**src/logic/tpr_params.svh**
```systemverilog
// constants for the tag page read/write command block
`ifndef TPR_PARAMS_SVH
`define TPR_PARAMS_SVH
`define TPR_OP_MULTI_READ 8'h3a
`define TPR_OP_PAGE_WRITE 8'ha2
`define TPR_OP_CNT_READ 8'h39
`define TPR_CNT_ARG 8'h02
`define TPR_LEN_MULTI_READ 3'd3
`define TPR_LEN_PAGE_WRITE 3'd6
`define TPR_LEN_CNT_READ 3'd2
`define TPR_LAST_PAGE 8'h3b
`define TPR_FIRST_WR_PAGE 8'h02
`define TPR_PWD_PAGE 8'h3a
`define TPR_PASSWORD_ACK_VALUE_PAGE 8'h3b
`define TPR_TEAR_PAGE_LOCK 8'h02
`define TPR_TEAR_PAGE_CC 8'h03
`define TPR_TEAR_PAGE_DYN 8'h28
`define TPR_ACK 4'ha
`define TPR_NAK 4'h0
`define TPR_ACK_N 9
`define TPR_CLK_NS 4
`define TPR_FDT_MIN_NS (((`TPR_ACK_N * 128 + 84) * 1000000 + 13559) / 13560)
`define TPR_FDT_MIN_CYC ((`TPR_FDT_MIN_NS + `TPR_CLK_NS - 1) / `TPR_CLK_NS)
`define TPR_TO_READ_NS 5000000
`define TPR_TO_WRITE_NS 10000000
`define TPR_TO_READ_CYC (`TPR_TO_READ_NS / `TPR_CLK_NS)
`define TPR_TO_WRITE_CYC (`TPR_TO_WRITE_NS / `TPR_CLK_NS)
`define TPR_FIFO_DEPTH 8
`endif

```
**src/logic/tpr_pkg.sv**
```systemverilog
// types shared by both ends of the tag command link
package tpr_pkg;
  typedef enum logic [2:0] {
    TPR_D_IDLE = 3'b001,
    TPR_D_GAP = 3'b010,
    TPR_D_RESP = 3'b100
  } tpr_dev_state_t;
  typedef enum logic [3:0] {
    TPR_H_IDLE = 4'b0001,
    TPR_H_SEND = 4'b0010,
    TPR_H_WAIT = 4'b0100,
    TPR_H_DONE = 4'b1000
  } tpr_host_state_t;
  typedef enum logic [1:0] {
    TPR_M_CODE = 2'h0,
    TPR_M_READ = 2'h1,
    TPR_M_CNT = 2'h2
  } tpr_mode_t;
  // response word: last, code flag, byte (code in low nibble)
  typedef struct packed {
    logic last;
    logic is_code;
    logic [7:0] data;
  } tpr_word_t;
endpackage

```
**src/logic/tpr_link_if.sv**
```systemverilog
// byte link between reader end and tag end
`timescale 1ns/100ps
`default_nettype none
interface tpr_link_if;
  logic rdr_valid;
  logic [7:0] rdr_data;
  logic rdr_last;
  logic rdr_crc_ok;
  logic tag_valid;
  logic [7:0] tag_data;
  logic tag_code;
  logic tag_last;
  logic tag_ready;
  modport tag (input rdr_valid, rdr_data, rdr_last, rdr_crc_ok, tag_ready,
               output tag_valid, tag_data, tag_code, tag_last);
  modport reader (output rdr_valid, rdr_data, rdr_last, rdr_crc_ok, tag_ready,
                  input tag_valid, tag_data, tag_code, tag_last);
endinterface
`default_nettype wire

```
**src/logic/tpr_fifo.sv**
```systemverilog
// parameterised valid/ready fifo
`timescale 1ns/100ps
`default_nettype none
module tpr_fifo #(
  parameter int WIDTH = 10,
  parameter int DEPTH = 8
) (
  input wire logic clk_i,
  input wire logic rst_i,
  input wire logic in_valid_i,
  output logic in_ready_o,
  input wire logic [WIDTH-1:0] in_data_i,
  output logic out_valid_o,
  input wire logic out_ready_i,
  output logic [WIDTH-1:0] out_data_o
);
  localparam int AW = $clog2(DEPTH);
  logic [WIDTH-1:0] mem_ff [DEPTH];
  logic [AW-1:0] wr_ff;
  logic [AW-1:0] rd_ff;
  logic [AW:0] cnt_ff;
  logic push;
  logic pop;
  assign in_ready_o = (cnt_ff != (AW+1)'(DEPTH));
  assign out_valid_o = (cnt_ff != '0);
  assign out_data_o = mem_ff[rd_ff];
  assign push = in_valid_i && in_ready_o;
  assign pop = out_valid_o && out_ready_i;
  always_ff @(posedge clk_i)
  begin
    if (rst_i)
    begin
      wr_ff <= '0;
      rd_ff <= '0;
      cnt_ff <= '0;
    end
    else
    begin
      if (push)
      begin
        mem_ff[wr_ff] <= in_data_i;
        wr_ff <= (wr_ff == AW'(DEPTH-1)) ? '0 : wr_ff + 1'b1;
      end
      if (pop)
        rd_ff <= (rd_ff == AW'(DEPTH-1)) ? '0 : rd_ff + 1'b1;
      cnt_ff <= cnt_ff + (AW+1)'(push) - (AW+1)'(pop);
    end
  end
endmodule
`default_nettype wire

```
**src/logic/tpr_tag.sv**
```systemverilog
// tag end: multi-page read, page write and counter read commands
// Overview of operation
// - multi read: 3Ah, first, last, CRC
// - reply all pages first..last, four bytes each
// - out-of-range first or last page gives NAK
// - first page 00h..3Bh accepted, above NAK
// - last below first gives NAK
// - unauthenticated read-protected range at/above start: NAK
// - authenticated: read ignores password protection
// - password and ack pages read as 00h
// - reader takes the reply word by word, no chaining; the reader holds one word and stalls the tag via tag_ready
// - reply no earlier than n=9; timeouts 5/10 ms
// - write: A2h, page, four bytes; ACK/NAK
// - write pages 02h..3Bh accepted, above NAK
// - write-locked pages are never reprogrammed
// - unauthenticated write at/above start page: NAK
// - authenticated: write ignores password protection
// - pages 02h, 03h, 28h written tearing-safe
// - counter read: 39h, 02h; three-byte value reply
// - start page is lowest protected page
// - level bit: write-only or read-and-write protection
`include "tpr_params.svh"
`timescale 1ns/100ps
`default_nettype none
module tpr_tag
  import tpr_pkg::*;
#(
  parameter logic [31:0] FDT_MIN_CYC = 32'(`TPR_FDT_MIN_CYC)
) (
  input wire logic clk_i,
  input wire logic rst_i,
  tpr_link_if.tag link,
  input wire logic authenticated_i,
  input wire logic [7:0] protection_start_page_i,
  input wire logic protection_level_bit_i,
  input wire logic [63:0] page_lock_i,
  input wire logic [23:0] counter_value_i,
  output logic busy_o,
  output logic wr_done_o
);
  typedef struct packed {
    tpr_dev_state_t st;
    logic [2:0] cnt;
    logic ovf;
    logic [6:0][7:0] buf_b;
    logic [31:0] gap;
    tpr_mode_t mode;
    logic [3:0] code;
    logic [7:0] ptr;
    logic [7:0] endp;
    logic [1:0] bidx;
    logic tear;
    logic [7:0] tear_page;
    logic [31:0] tear_data;
    logic busy;
    logic wr_done;
  } tpr_tag_st_t;

  tpr_tag_st_t st_ff;
  tpr_tag_st_t nxt_st;
  logic [31:0] mem_ff [64];
  logic mem_we;
  logic [7:0] mem_addr;
  logic [31:0] mem_data;
  logic fifo_in_valid;
  logic fifo_in_ready;
  tpr_word_t fifo_in;
  logic [9:0] fifo_out;
  logic [7:0] page_rd;
  logic [31:0] page_word;

  function automatic logic is_tear_page(input logic [7:0] pg);
    is_tear_page = (pg == `TPR_TEAR_PAGE_LOCK) || (pg == `TPR_TEAR_PAGE_CC) ||
                   (pg == `TPR_TEAR_PAGE_DYN);
  endfunction

  function automatic logic is_secret_page(input logic [7:0] pg);
    is_secret_page = (pg == `TPR_PWD_PAGE) || (pg == `TPR_PASSWORD_ACK_VALUE_PAGE);
  endfunction

  // page under the read pointer, secrets replaced by zero
  assign page_rd = st_ff.ptr;
  assign page_word = is_secret_page(page_rd) ? 32'h0000_0000 : mem_ff[page_rd[5:0]];

  always_comb
  begin
    logic [2:0] len;
    logic [7:0] op;
    logic [7:0] a0;
    logic [7:0] a1;
    logic rd_protection_level_bit;
    len = 3'd0;
    op = 8'h00;
    a0 = 8'h00;
    a1 = 8'h00;
    rd_protection_level_bit = 1'b0;
    nxt_st = st_ff;
    nxt_st.wr_done = 1'b0;
    mem_we = 1'b0;
    mem_addr = 8'h00;
    mem_data = 32'h0000_0000;
    fifo_in_valid = 1'b0;
    fifo_in = '0;
    case (st_ff.st)
      TPR_D_IDLE:
      begin
        if (link.rdr_valid)
        begin
          if (st_ff.cnt == 3'd7)
            nxt_st.ovf = 1'b1;
          else
          begin
            nxt_st.buf_b[st_ff.cnt] = link.rdr_data;
            nxt_st.cnt = st_ff.cnt + 3'd1;
          end
          if (link.rdr_last)
          begin
            len = (st_ff.cnt == 3'd7) ? 3'd0 : st_ff.cnt + 3'd1;
            op = nxt_st.buf_b[0];
            a0 = nxt_st.buf_b[1];
            a1 = nxt_st.buf_b[2];
            nxt_st.cnt = 3'd0;
            nxt_st.ovf = 1'b0;
            nxt_st.gap = 32'd0;
            nxt_st.busy = 1'b1;
            nxt_st.st = TPR_D_GAP;
            nxt_st.mode = TPR_M_CODE;
            nxt_st.code = `TPR_NAK;
            nxt_st.bidx = 2'd0;
            // protection covers pages at or above the start page
            rd_protection_level_bit = !authenticated_i && protection_level_bit_i &&
                      (a1 >= protection_start_page_i);
            if (!link.rdr_crc_ok || st_ff.ovf)
              nxt_st.code = `TPR_NAK;
            else if (op == `TPR_OP_MULTI_READ && len == `TPR_LEN_MULTI_READ)
            begin
              if (a0 <= `TPR_LAST_PAGE && a1 <= `TPR_LAST_PAGE && a1 >= a0 && !rd_protection_level_bit)
              begin
                nxt_st.mode = TPR_M_READ;
                nxt_st.ptr = a0;
                nxt_st.endp = a1;
              end
            end
            else if (op == `TPR_OP_PAGE_WRITE && len == `TPR_LEN_PAGE_WRITE)
            begin
              if (a0 >= `TPR_FIRST_WR_PAGE && a0 <= `TPR_LAST_PAGE &&
                  !page_lock_i[a0[5:0]] &&
                  (authenticated_i || a0 < protection_start_page_i))
              begin
                nxt_st.code = `TPR_ACK;
                nxt_st.wr_done = 1'b1;
                if (is_tear_page(a0))
                begin
                  // staged word lands whole in one commit cycle
                  nxt_st.tear = 1'b1;
                  nxt_st.tear_page = a0;
                  nxt_st.tear_data = {nxt_st.buf_b[5], nxt_st.buf_b[4], nxt_st.buf_b[3], nxt_st.buf_b[2]};
                end
                else
                begin
                  mem_we = 1'b1;
                  mem_addr = a0;
                  mem_data = {nxt_st.buf_b[5], nxt_st.buf_b[4], nxt_st.buf_b[3], nxt_st.buf_b[2]};
                end
              end
            end
            else if (op == `TPR_OP_CNT_READ && len == `TPR_LEN_CNT_READ)
            begin
              if (a0 == `TPR_CNT_ARG)
                nxt_st.mode = TPR_M_CNT;
            end
          end
        end
      end
      TPR_D_GAP:
      begin
        if (st_ff.tear)
        begin
          mem_we = 1'b1;
          mem_addr = st_ff.tear_page;
          mem_data = st_ff.tear_data;
          nxt_st.tear = 1'b0;
        end
        nxt_st.gap = st_ff.gap + 32'd1;
        if (st_ff.gap + 32'd1 >= FDT_MIN_CYC)
          nxt_st.st = TPR_D_RESP;
      end
      TPR_D_RESP:
      begin
        fifo_in_valid = 1'b1;
        case (st_ff.mode)
          TPR_M_READ:
          begin
            fifo_in.data = page_word[8*st_ff.bidx +: 8];
            fifo_in.last = (st_ff.ptr == st_ff.endp) && (st_ff.bidx == 2'd3);
          end
          TPR_M_CNT:
          begin
            fifo_in.data = counter_value_i[8*st_ff.bidx +: 8];
            fifo_in.last = (st_ff.bidx == 2'd2);
          end
          default:
          begin
            fifo_in.is_code = 1'b1;
            fifo_in.data = {4'h0, st_ff.code};
            fifo_in.last = 1'b1;
          end
        endcase
        if (fifo_in_ready)
        begin
          nxt_st.bidx = st_ff.bidx + 2'd1;
          if (st_ff.bidx == 2'd3)
            nxt_st.ptr = st_ff.ptr + 8'd1;
          if (fifo_in.last)
          begin
            nxt_st.st = TPR_D_IDLE;
            nxt_st.busy = 1'b0;
          end
        end
      end
      default:
      begin
        nxt_st.st = TPR_D_IDLE;
      end
    endcase
  end

  always_ff @(posedge clk_i)
  begin
    if (rst_i)
    begin
      st_ff <= '0;
      st_ff.st <= TPR_D_IDLE;
      st_ff.mode <= TPR_M_CODE;
    end
    else
      st_ff <= nxt_st;
  end

  always_ff @(posedge clk_i)
  begin
    if (rst_i)
    begin
      for (int i = 0; i < 64; i++)
        mem_ff[i] <= 32'h0000_0000;
    end
    else if (mem_we && !page_lock_i[mem_addr[5:0]])
      mem_ff[mem_addr[5:0]] <= mem_data;
  end

  tpr_fifo #(
    .WIDTH(10),
    .DEPTH(`TPR_FIFO_DEPTH)
  ) u_rsp_fifo (
    .clk_i(clk_i),
    .rst_i(rst_i),
    .in_valid_i(fifo_in_valid),
    .in_ready_o(fifo_in_ready),
    .in_data_i(fifo_in),
    .out_valid_o(link.tag_valid),
    .out_ready_i(link.tag_ready),
    .out_data_o(fifo_out)
  );

  assign link.tag_last = fifo_out[9];
  assign link.tag_code = fifo_out[8];
  assign link.tag_data = fifo_out[7:0];
  assign busy_o = st_ff.busy;
  assign wr_done_o = st_ff.wr_done;
endmodule
`default_nettype wire

```
**src/flat_wrapper.sv**
```systemverilog
// flat-port wrapper written by rule: the top's interface ports become plain ports
module tpr_tag_flat import tpr_pkg::*;
#(
  parameter logic [31:0] FDT_MIN_CYC = 32'(`TPR_FDT_MIN_CYC)
)
  (clk_i, rst_i, authenticated_i, protection_start_page_i, protection_level_bit_i, page_lock_i, counter_value_i, busy_o, wr_done_o, link_rdr_valid, link_rdr_data, link_rdr_last, link_rdr_crc_ok, link_tag_ready, link_tag_valid, link_tag_data, link_tag_code, link_tag_last);
  tpr_link_if link_i ();
  input wire logic clk_i;
  input wire logic rst_i;
  input wire logic authenticated_i;
  input wire logic [7:0] protection_start_page_i;
  input wire logic protection_level_bit_i;
  input wire logic [63:0] page_lock_i;
  input wire logic [23:0] counter_value_i;
  output logic busy_o;
  output logic wr_done_o;
  input wire logic [$bits(link_i.rdr_valid)-1:0] link_rdr_valid;
  input wire logic [$bits(link_i.rdr_data)-1:0] link_rdr_data;
  input wire logic [$bits(link_i.rdr_last)-1:0] link_rdr_last;
  input wire logic [$bits(link_i.rdr_crc_ok)-1:0] link_rdr_crc_ok;
  input wire logic [$bits(link_i.tag_ready)-1:0] link_tag_ready;
  output wire logic [$bits(link_i.tag_valid)-1:0] link_tag_valid;
  output wire logic [$bits(link_i.tag_data)-1:0] link_tag_data;
  output wire logic [$bits(link_i.tag_code)-1:0] link_tag_code;
  output wire logic [$bits(link_i.tag_last)-1:0] link_tag_last;
  assign link_i.rdr_valid = link_rdr_valid;
  assign link_i.rdr_data = link_rdr_data;
  assign link_i.rdr_last = link_rdr_last;
  assign link_i.rdr_crc_ok = link_rdr_crc_ok;
  assign link_i.tag_ready = link_tag_ready;
  assign link_tag_valid = link_i.tag_valid;
  assign link_tag_data = link_i.tag_data;
  assign link_tag_code = link_i.tag_code;
  assign link_tag_last = link_i.tag_last;
  tpr_tag #(.FDT_MIN_CYC(FDT_MIN_CYC)) u_core (.clk_i(clk_i), .rst_i(rst_i), .link(link_i), .authenticated_i(authenticated_i), .protection_start_page_i(protection_start_page_i), .protection_level_bit_i(protection_level_bit_i), .page_lock_i(page_lock_i), .counter_value_i(counter_value_i), .busy_o(busy_o), .wr_done_o(wr_done_o));
endmodule
```
**config.mk**
```make
export PLATFORM = sky130hd
export DESIGN_NAME = tpr_tag_flat
export DESIGN_NICKNAME = d
export VERILOG_FILES = /design/src/logic/tpr_pkg.sv /design/src/logic/tpr_link_if.sv /design/src/logic/tpr_fifo.sv /design/src/logic/tpr_tag.sv /design/src/flat_wrapper.sv
export VERILOG_INCLUDE_DIRS = /design/src /design/src/logic
export SDC_FILE = /design/constraint.sdc
export NUM_CORES = 2
export LEC_CHECK = 0
export ABC_AREA = 0
export BUFFER_PORTS_ARGS = -buffer_cell sky130_fd_sc_hd__buf_4
export CAP_MARGIN = 20
export CORE_MARGIN = 3
export CORE_UTILIZATION = 35
export DETAILED_ROUTE_END_ITERATION = 7
export PLACE_DENSITY = 0.48
export SYNTH_ARGS = -nofsm -noshare
export SYNTH_HDL_FRONTEND = slang
export SYNTH_SLANG_ARGS = --single-unit
```
**constraint.sdc**
```tcl
create_clock -name clk_i -period 11.2 [get_ports clk_i]
set_input_delay 2.24 -clock clk_i [delete_from_list [all_inputs] [get_ports clk_i]]
set_output_delay 2.24 -clock clk_i [all_outputs]
set_load 0.005 [all_outputs]
```
Yosys cells after proc, flatten, opt, wreduce, memory -nomap -nowiden
Memory sizes are Yosys's and may differ from the RTL's. A register that Yosys moved wholly into a read port is not among the register bits.
Cells that the tools add are included.
{ "totals": {"n_memories": 2, "ramBits": 2128, "reg_bits": 172, "output_inout_bits": 13} }
{ "mem_list": {"columns": ["name", "depth", "width", "rd", "rd_clocked_by_memory_dff", "wr", "line_no", "text"], "rows": [
  ["u_core.mem_ff", 64, 32, 1, 1, 64, "tpr_tag.sv:61", "logic [31:0] mem_ff [64];"],
  ["u_core.u_rsp_fifo.mem_ff", 8, 10, 1, 1, 1, "tpr_fifo.sv:18", "logic [WIDTH-1:0] mem_ff [DEPTH];"]
]} }
{ "op_classes": {"shifts": 2, "reduce_logical": 46, "n_bitwise": 6, "muxes": 103, "n_addsub": 8, "order_cmp": 11, "n_eq_ne": 38} }
{ "op_table": {"columns": ["cell", "count"], "rows": [
  ["two-way mux 32 bit", 10],
  ["two-way mux 41 bit", 5],
  ["two-way mux 56 bit", 3],
  ["two-way mux 162 bit", 1],
  ["one-hot mux 32 bit (2 select lines)", 2],
  ["two-way mux 99 bit", 1],
  ["two-way mux 6 bit", 11],
  ["bitwise mux 56 bit", 1],
  ["two-way mux 16 bit", 3],
  ["equality test 8 x 6 -> 1 bit, second input constant", 5],
  ["adder 32 x 1 -> 32 bit, second input constant", 1],
  ["greater-or-equal comparator 32 x 15 -> 1 bit, second input constant", 1],
  ["one-hot mux 8 bit (2 select lines)", 2],
  ["OR reduction 32 bit", 1],
  ["indexed part select 32 x 6 -> 8 bit", 1],
  ["two-way mux 1 bit", 30],
  ["two-way mux 3 bit", 9],
  ["demux 8 bit (select 3 bit)", 1],
  ["two-way mux 8 bit", 3],
  ["AND reduction 8 bit", 3],
  ["indexed part select 24 x 6 -> 8 bit", 1],
  ["equality test 8 x 2 -> 1 bit, second input constant", 2],
  ["greater-or-equal comparator 8 bit", 2],
  ["<= comparator 8 x 6 -> 1 bit, second input constant", 2],
  ["43 further kinds", 113]
]} }

Depth between registers and ports, before layout
{ "depth": {"word_depth": 29, "ltp_mapped": 25, "ltp_nobuf": 18} }

Cells and area by module
Synthesis repeated with hierarchy kept, for this count alone.
{ "hier_totals": {"hier_cells": 7665, "hier_area_um2": 107917.3} }
{ "modules_own_cells": {"columns": ["mod", "seq_area_each_um2", "area_per_inst_um2", "n_inst", "cells_each"], "rows": [
  ["tpr_tag", 64602.0, 104117.4, 1, 7472],
  ["tpr_fifo", 2662.6, 3799.9, 1, 193]
]} }

Worst setup path after synthesis
Ideal clock, no wire load.
{ "synth_timing": {"path_kind": "input to register", "from": "input port link_rdr_data[5]", "to": "memory u_core.mem_ff[36][0], enable pin", "stages": 17, "slack_ns": 2.391, "arrival_ns": 8.343, "path_buffers": 4, "path_cell_list": "clkbuf_1 mux2i_1 inv_1 ha_1 nand4_1 nor2_1 a2111o_1 nor3_4 nand3_4 or4_4 nand2_1 buf_2 nor3_1 a2111o_1 clkbuf_1 clkbuf_1 o21ai_0"} }
{ "synth_rtl": {"columns": ["item", "line_no", "text"], "rows": [
  ["start: declaration", "flat_wrapper.sv:18", "input wire logic [$bits(link_i.rdr_data)-1:0] link_rdr_data;"],
  ["end: declaration", "tpr_tag.sv:61", null]
]} }

==> run_summary.xml <==
<?xml version="1.0" encoding="UTF-8"?>
<metrics>
  <group name="placed_design">
    <metric name="place_congestion" unit="">0.920</metric>
    <metric name="portBuffers" unit="">124</metric>
    <metric name="hpwl" unit="mm">237</metric>
    <metric name="placement.setup.worst_slack" unit="ps">2270</metric>
    <metric name="placement.cell_area" unit="sq um">110000</metric>
  </group>
  <group name="die">
    <metric name="coreArea" unit="sq um">295000</metric>
    <metric name="std_cell_rows" unit="">199</metric>
    <metric name="floorplan.die.width" unit="um">552</metric>
    <metric name="initial_core_utilization" unit="%">35.3</metric>
    <metric name="design.die.area" unit="sq um">305000</metric>
    <metric name="num_io_pins" unit="">125</metric>
    <metric name="die_height" unit="um">552</metric>
  </group>
  <group name="global_route">
    <metric name="vias_in_the_first_global_route" unit="">64600</metric>
    <metric name="grtUsageTotal" unit="%">24.2</metric>
    <metric name="pin_count_of_the_biggest_net_entering_global_routing" unit="">181</metric>
    <metric name="top_usage_layer" unit="">met1</metric>
    <metric name="grt_first_pass_wirelength" unit="mm">525</metric>
    <metric name="number_of_antenna_violations_at_the_first_check_in_global_routing" unit="">48</metric>
    <metric name="gr-usage-met3" unit="%">4.87</metric>
    <metric name="global_route.overflow_total" unit="">0</metric>
    <metric name="met2_usage" unit="%">35.1</metric>
    <metric name="grtUsageMet1" unit="%">36.1</metric>
  </group>
  <group name="clock_tree">
    <metric name="cts.htree.levels" unit="">5</metric>
    <metric name="cts_resized" unit="">0</metric>
    <metric name="tritoncts" unit="">built</metric>
    <metric name="number_of_buffers_added_to_fix_hold_violations_after_cts" unit="">0</metric>
    <metric name="cts_inserted_buffers" unit="">268</metric>
    <metric name="cts.reportedPaths.clkPinSlew" unit="ps">60</metric>
    <metric name="clkLatencyLatePin" unit="ps">900</metric>
    <metric name="clock_sinks" unit="">2296</metric>
    <metric name="postCtsSetupRepairBufs" unit="">0</metric>
    <metric name="max-clock-path-buffers" unit="">4</metric>
    <metric name="cts.root.buffer_cell" unit="">sky130_fd_sc_hd__clkbuf_16</metric>
  </group>
  <group name="final_layout">
    <metric name="post_route_cells_drive_above_1_share" unit="%">22.3</metric>
    <metric name="final_nets" unit="">7313</metric>
    <metric name="postLayoutCoreUtil" unit="%">40.2</metric>
    <metric name="n_fill_cell" unit="">27400</metric>
    <metric name="area.growth.synth_to_final" unit="%">13.6</metric>
    <metric name="design_area" unit="sq um">119000</metric>
  </group>
  <group name="logic_synthesis">
    <metric name="yosysSeqAreaShare" unit="%">64.4</metric>
    <metric name="count_of_distinct_cell_types_in_the_synthesized_netlist" unit="">89</metric>
    <metric name="synth_warnings" unit="">0</metric>
    <metric name="synth_seq_cells" unit="">2296</metric>
    <metric name="synth_nets" unit="">7438</metric>
    <metric name="synth-edff-count" unit="">2128</metric>
    <metric name="ys_top_cells_by_count" unit="">2128 x sky130_fd_sc_hd__edfxtp_1, 1194 x sky130_fd_sc_hd__nor3_1, 1044 x sky130_fd_sc_hd__nor2_1, 704 x sky130_fd_sc_hd__mux4_2, 508 x sky130_fd_sc_hd__clkbuf_1</metric>
    <metric name="synth.avg_cell_area" unit="sq um">14.3</metric>
    <metric name="async_flop_share" unit="%">0</metric>
    <metric name="synthFlopType" unit="">sky130_fd_sc_hd__edfxtp_1</metric>
    <metric name="synth_cells" unit="">7287</metric>
    <metric name="yosys-top-cells-area" unit="">sky130_fd_sc_hd__edfxtp_1 61%, sky130_fd_sc_hd__mux4_2 15%, sky130_fd_sc_hd__nor3_1 5.7%, sky130_fd_sc_hd__nor2_1 3.8%, sky130_fd_sc_hd__dfxtp_1 3.2%</metric>
    <metric name="synth_top_area_share" unit="%">61.2</metric>
    <metric name="syn-cell-area" unit="sq um">104000</metric>
    <metric name="yosysMostFrequentCell" unit="">sky130_fd_sc_hd__edfxtp_1</metric>
    <metric name="synth_top_area_cell" unit="">sky130_fd_sc_hd__edfxtp_1</metric>
  </group>
  <group name="critical_path">
    <metric name="crit_slowest_cell" unit="">sky130_fd_sc_hd__nand4bb_4</metric>
    <metric name="worst_path_maximum_fanout" unit="">44</metric>
    <metric name="worst_setup_path_end_kind" unit="">flop</metric>
    <metric name="cp_data_required_time" unit="ps">11740</metric>
    <metric name="arrival_time_of_the_worst_setup_path" unit="ps">9090</metric>
    <metric name="timing.critical_path.slowest_cell_delay" unit="ps">720</metric>
    <metric name="kind_of_critical_path" unit="">reg2reg</metric>
    <metric name="setup.worst_path.start_class" unit="">flop</metric>
    <metric name="critical_path.n_buffers_inverters" unit="">6</metric>
    <metric name="top_delay_family_on_crit_path" unit="">simple AND/OR/NAND/NOR gates</metric>
    <metric name="critical_path.cell_chain" unit="">ha_1 -&gt; ha_1 -&gt; nor4b_4 -&gt; buf_4 -&gt; mux2i_1 -&gt; inv_1 -&gt; ha_1 -&gt; nand4_1 -&gt; nor2_1 -&gt; a2111o_1 -&gt; nor3_4 -&gt; nand3_4 -&gt; or4_1 -&gt; o21ai_4 -&gt; buf_4 -&gt; inv_2 -&gt; nor2_4 -&gt; nand4bb_4 -&gt; buf_4 -&gt; o21ai_4 -&gt; buf_4</metric>
    <metric name="crit_path_frequent_cell" unit="">sky130_fd_sc_hd__buf_4</metric>
  </group>
  <group name="sta">
    <metric name="timing.final.max_slew_violations" unit="">0</metric>
    <metric name="fmax" unit="GHz">0.117</metric>
    <metric name="final_critical_path_setup_slack" unit="ps">2650</metric>
    <metric name="actual_slew_at_the_worst_max_slew_pin" unit="ps">1230</metric>
    <metric name="fin_crit" unit="ps">8550</metric>
    <metric name="setup_viol" unit="">0</metric>
    <metric name="max_slew_margin" unit="%">17.2</metric>
    <metric name="grt_setup_unrepaired" unit="">false</metric>
    <metric name="finalSetupTns" unit="ps">0</metric>
    <metric name="clock-skew-final" unit="ps">45.4</metric>
    <metric name="timing_hold_violations_final" unit="">0</metric>
    <metric name="final.period_utilization" unit="%">76.3</metric>
  </group>
  <group name="routing">
    <metric name="detail_route.iter0.violations" unit="">10200</metric>
    <metric name="drt_drc_violations_left" unit="">0</metric>
    <metric name="drt.antenna.violating_nets" unit="">0</metric>
    <metric name="viasPerCell" unit="">6.00</metric>
    <metric name="route.vias.total" unit="">67800</metric>
    <metric name="wire_per_inst" unit="um">33.6</metric>
    <metric name="detail_route.wirelength" unit="mm">379</metric>
    <metric name="drtPass1Iterations" unit="">6</metric>
  </group>
  <group name="pwr">
    <metric name="powerDensity" unit="nW/um^2">168</metric>
    <metric name="ir_worst_vdd" unit="V">0.000114</metric>
    <metric name="power_leakage" unit="nW">34.4</metric>
  </group>
  <group name="hold_path">
    <metric name="min-delay-path-class" unit="">reg2reg</metric>
  </group>
  <group name="run">
    <metric name="max_cap_viol_count" unit="">0</metric>
  </group>
  <group name="run_status">
    <metric name="outcome" unit="">finished clean</metric>
  </group>
</metrics>
[sequential cells by signal, summed over array words and instances, names as in the netlist, named ones only]
signal                    count
u_core.mem_ff              2048
u_core.st_ff                139
u_core.u_rsp_fifo.mem_ff     80
u_core.page_rd                8
u_core.u_rsp_fifo.cnt_ff      4
u_core.u_rsp_fifo.rd_ff       3
u_core.u_rsp_fifo.wr_ff       3
u_core.busy_o                 1
u_core.wr_done_o              1
[placed cells by master, fill, tap and decap left out, types with 11 or more instances in the layout]
cell,instances
sky130_fd_sc_hd__nor2_1,1039
sky130_fd_sc_hd__dfxtp_1,162
sky130_fd_sc_hd__clkinv_1,59
sky130_fd_sc_hd__buf_4,320
sky130_fd_sc_hd__nand2_2,25
sky130_fd_sc_hd__nand2_1,349
sky130_fd_sc_hd__clkbuf_16,271
sky130_fd_sc_hd__inv_1,36
sky130_fd_sc_hd__nand3_1,120
sky130_fd_sc_hd__buf_12,18
sky130_fd_sc_hd__clkinv_2,29
sky130_fd_sc_hd__bufinv_16,20
sky130_fd_sc_hd__a211oi_1,28
sky130_fd_sc_hd__a22oi_1,19
sky130_fd_sc_hd__edfxtp_1,2128
sky130_fd_sc_hd__nand3_2,18
sky130_fd_sc_hd__o21ai_4,29
sky130_fd_sc_hd__mux4_2,704
sky130_fd_sc_hd__mux2i_1,57
sky130_fd_sc_hd__nor3_1,1194
sky130_fd_sc_hd__a22o_1,31
sky130_fd_sc_hd__o21ai_0,60
sky130_fd_sc_hd__clkbuf_1,58
sky130_fd_sc_hd__a21oi_1,129
sky130_fd_sc_hd__a22oi_2,33
sky130_fd_sc_hd__ha_1,38
sky130_fd_sc_hd__nand4_1,15
sky130_fd_sc_hd__mux2_2,51
sky130_fd_sc_hd__nor4_1,13
sky130_fd_sc_hd__xor2_1,12
sky130_fd_sc_hd__and3_1,22
sky130_fd_sc_hd__a31oi_1,13
sky130_fd_sc_hd__xnor2_1,11
sky130_fd_sc_hd__diode_2,15
[worst reg2reg max path: stages (launching register included)]
cell and delay (ps):
sky130_fd_sc_hd__dfxtp_1 470, sky130_fd_sc_hd__ha_1 290, sky130_fd_sc_hd__ha_1 380, sky130_fd_sc_hd__nor4b_4 280
sky130_fd_sc_hd__buf_4 370, sky130_fd_sc_hd__mux2i_1 530, sky130_fd_sc_hd__inv_1 300, sky130_fd_sc_hd__ha_1 380
sky130_fd_sc_hd__nand4_1 120, sky130_fd_sc_hd__nor2_1 80, sky130_fd_sc_hd__a2111o_1 450, sky130_fd_sc_hd__nor3_4 300
sky130_fd_sc_hd__nand3_4 170, sky130_fd_sc_hd__or4_1 600, sky130_fd_sc_hd__o21ai_4 150, sky130_fd_sc_hd__buf_4 440
sky130_fd_sc_hd__inv_2 140, sky130_fd_sc_hd__nor2_4 620, sky130_fd_sc_hd__nand4bb_4 740, sky130_fd_sc_hd__buf_4 510
sky130_fd_sc_hd__o21ai_4 410, sky130_fd_sc_hd__buf_4 440
[where the power goes]
part / internal, W / total [W] / leakage [nW] / switching (W)
registers: 0.00973 / 0.00986 / 21.5 / 0.000127
logic: 0.000516 / 0.00133 / 8.80 / 0.000815
clock network: 0.00500 / 0.00867 / 4.16 / 0.00367
total: 0.0153 / 0.0199 / 34.4 / 0.00461
[final cells by class]
class | instances | area [sq um] | area share [%]
multi-input cells | 4212 | 34800 | 29.3
clock inverters | 136 | 1440 | 1.21
clock buffers | 339 | 7130 | 6.01
inverters | 41 | 159 | 0.134
diodes | 15 | 37.5 | 0.0317
repair buffers | 343 | 2870 | 2.42
flip-flops and latches | 2296 | 67300 | 56.7
well taps | 3919 | 4900 | 4.13
[per-stage QoR]
stage	power (W)	hold WS, ps	cells
after floorplan	0.0107	432	7287
after global placement	0.0113	439	10800
after detailed placement	0.0114	445	10800
after CTS	0.0200	454	11300
after global routing	0.0204	467	11300
final	0.0199	451	11300
[path summary, 6_finish.rpt]
check / end / from / depth (start not counted) / slack (ps)
hold reg to reg: u_core.st_ff[144] / u_core.st_ff[144] / 2 / 450
setup reg to reg: u_core.mem_ff[61][11] / u_core.st_ff[156] / 21 / 2650
setup / recovery: u_core.mem_ff[61][11] / u_core.st_ff[156] / 21 / 2650
hold / removal: u_core.st_ff[144] / u_core.st_ff[144] / 2 / 450
[layer usage]
metal  up-vias  share of wire, %
met1     35800                43
met5         -            0.0055
met4         4               3.7
li1      27900                 -
met3       522               9.8
met2      3509                44
[kinds of logic (layout without fill, tap and decap cells)]
kind of cell,after synthesis,after routing,share of synthesized area [%]
and+or+nand+nor,2884,2884,12.4
DFF,2296,2296,64.4
muxes,814,814,16.3
buffers and inverters,779,859,3.17
AOI/OAI and AO/OA,451,451,2.95
adders and majority gates,40,40,0.484
xor gates and xnor gates,23,23,0.193
other,0,15,0
No activity file was read; power rests on OpenSTA's default activity.
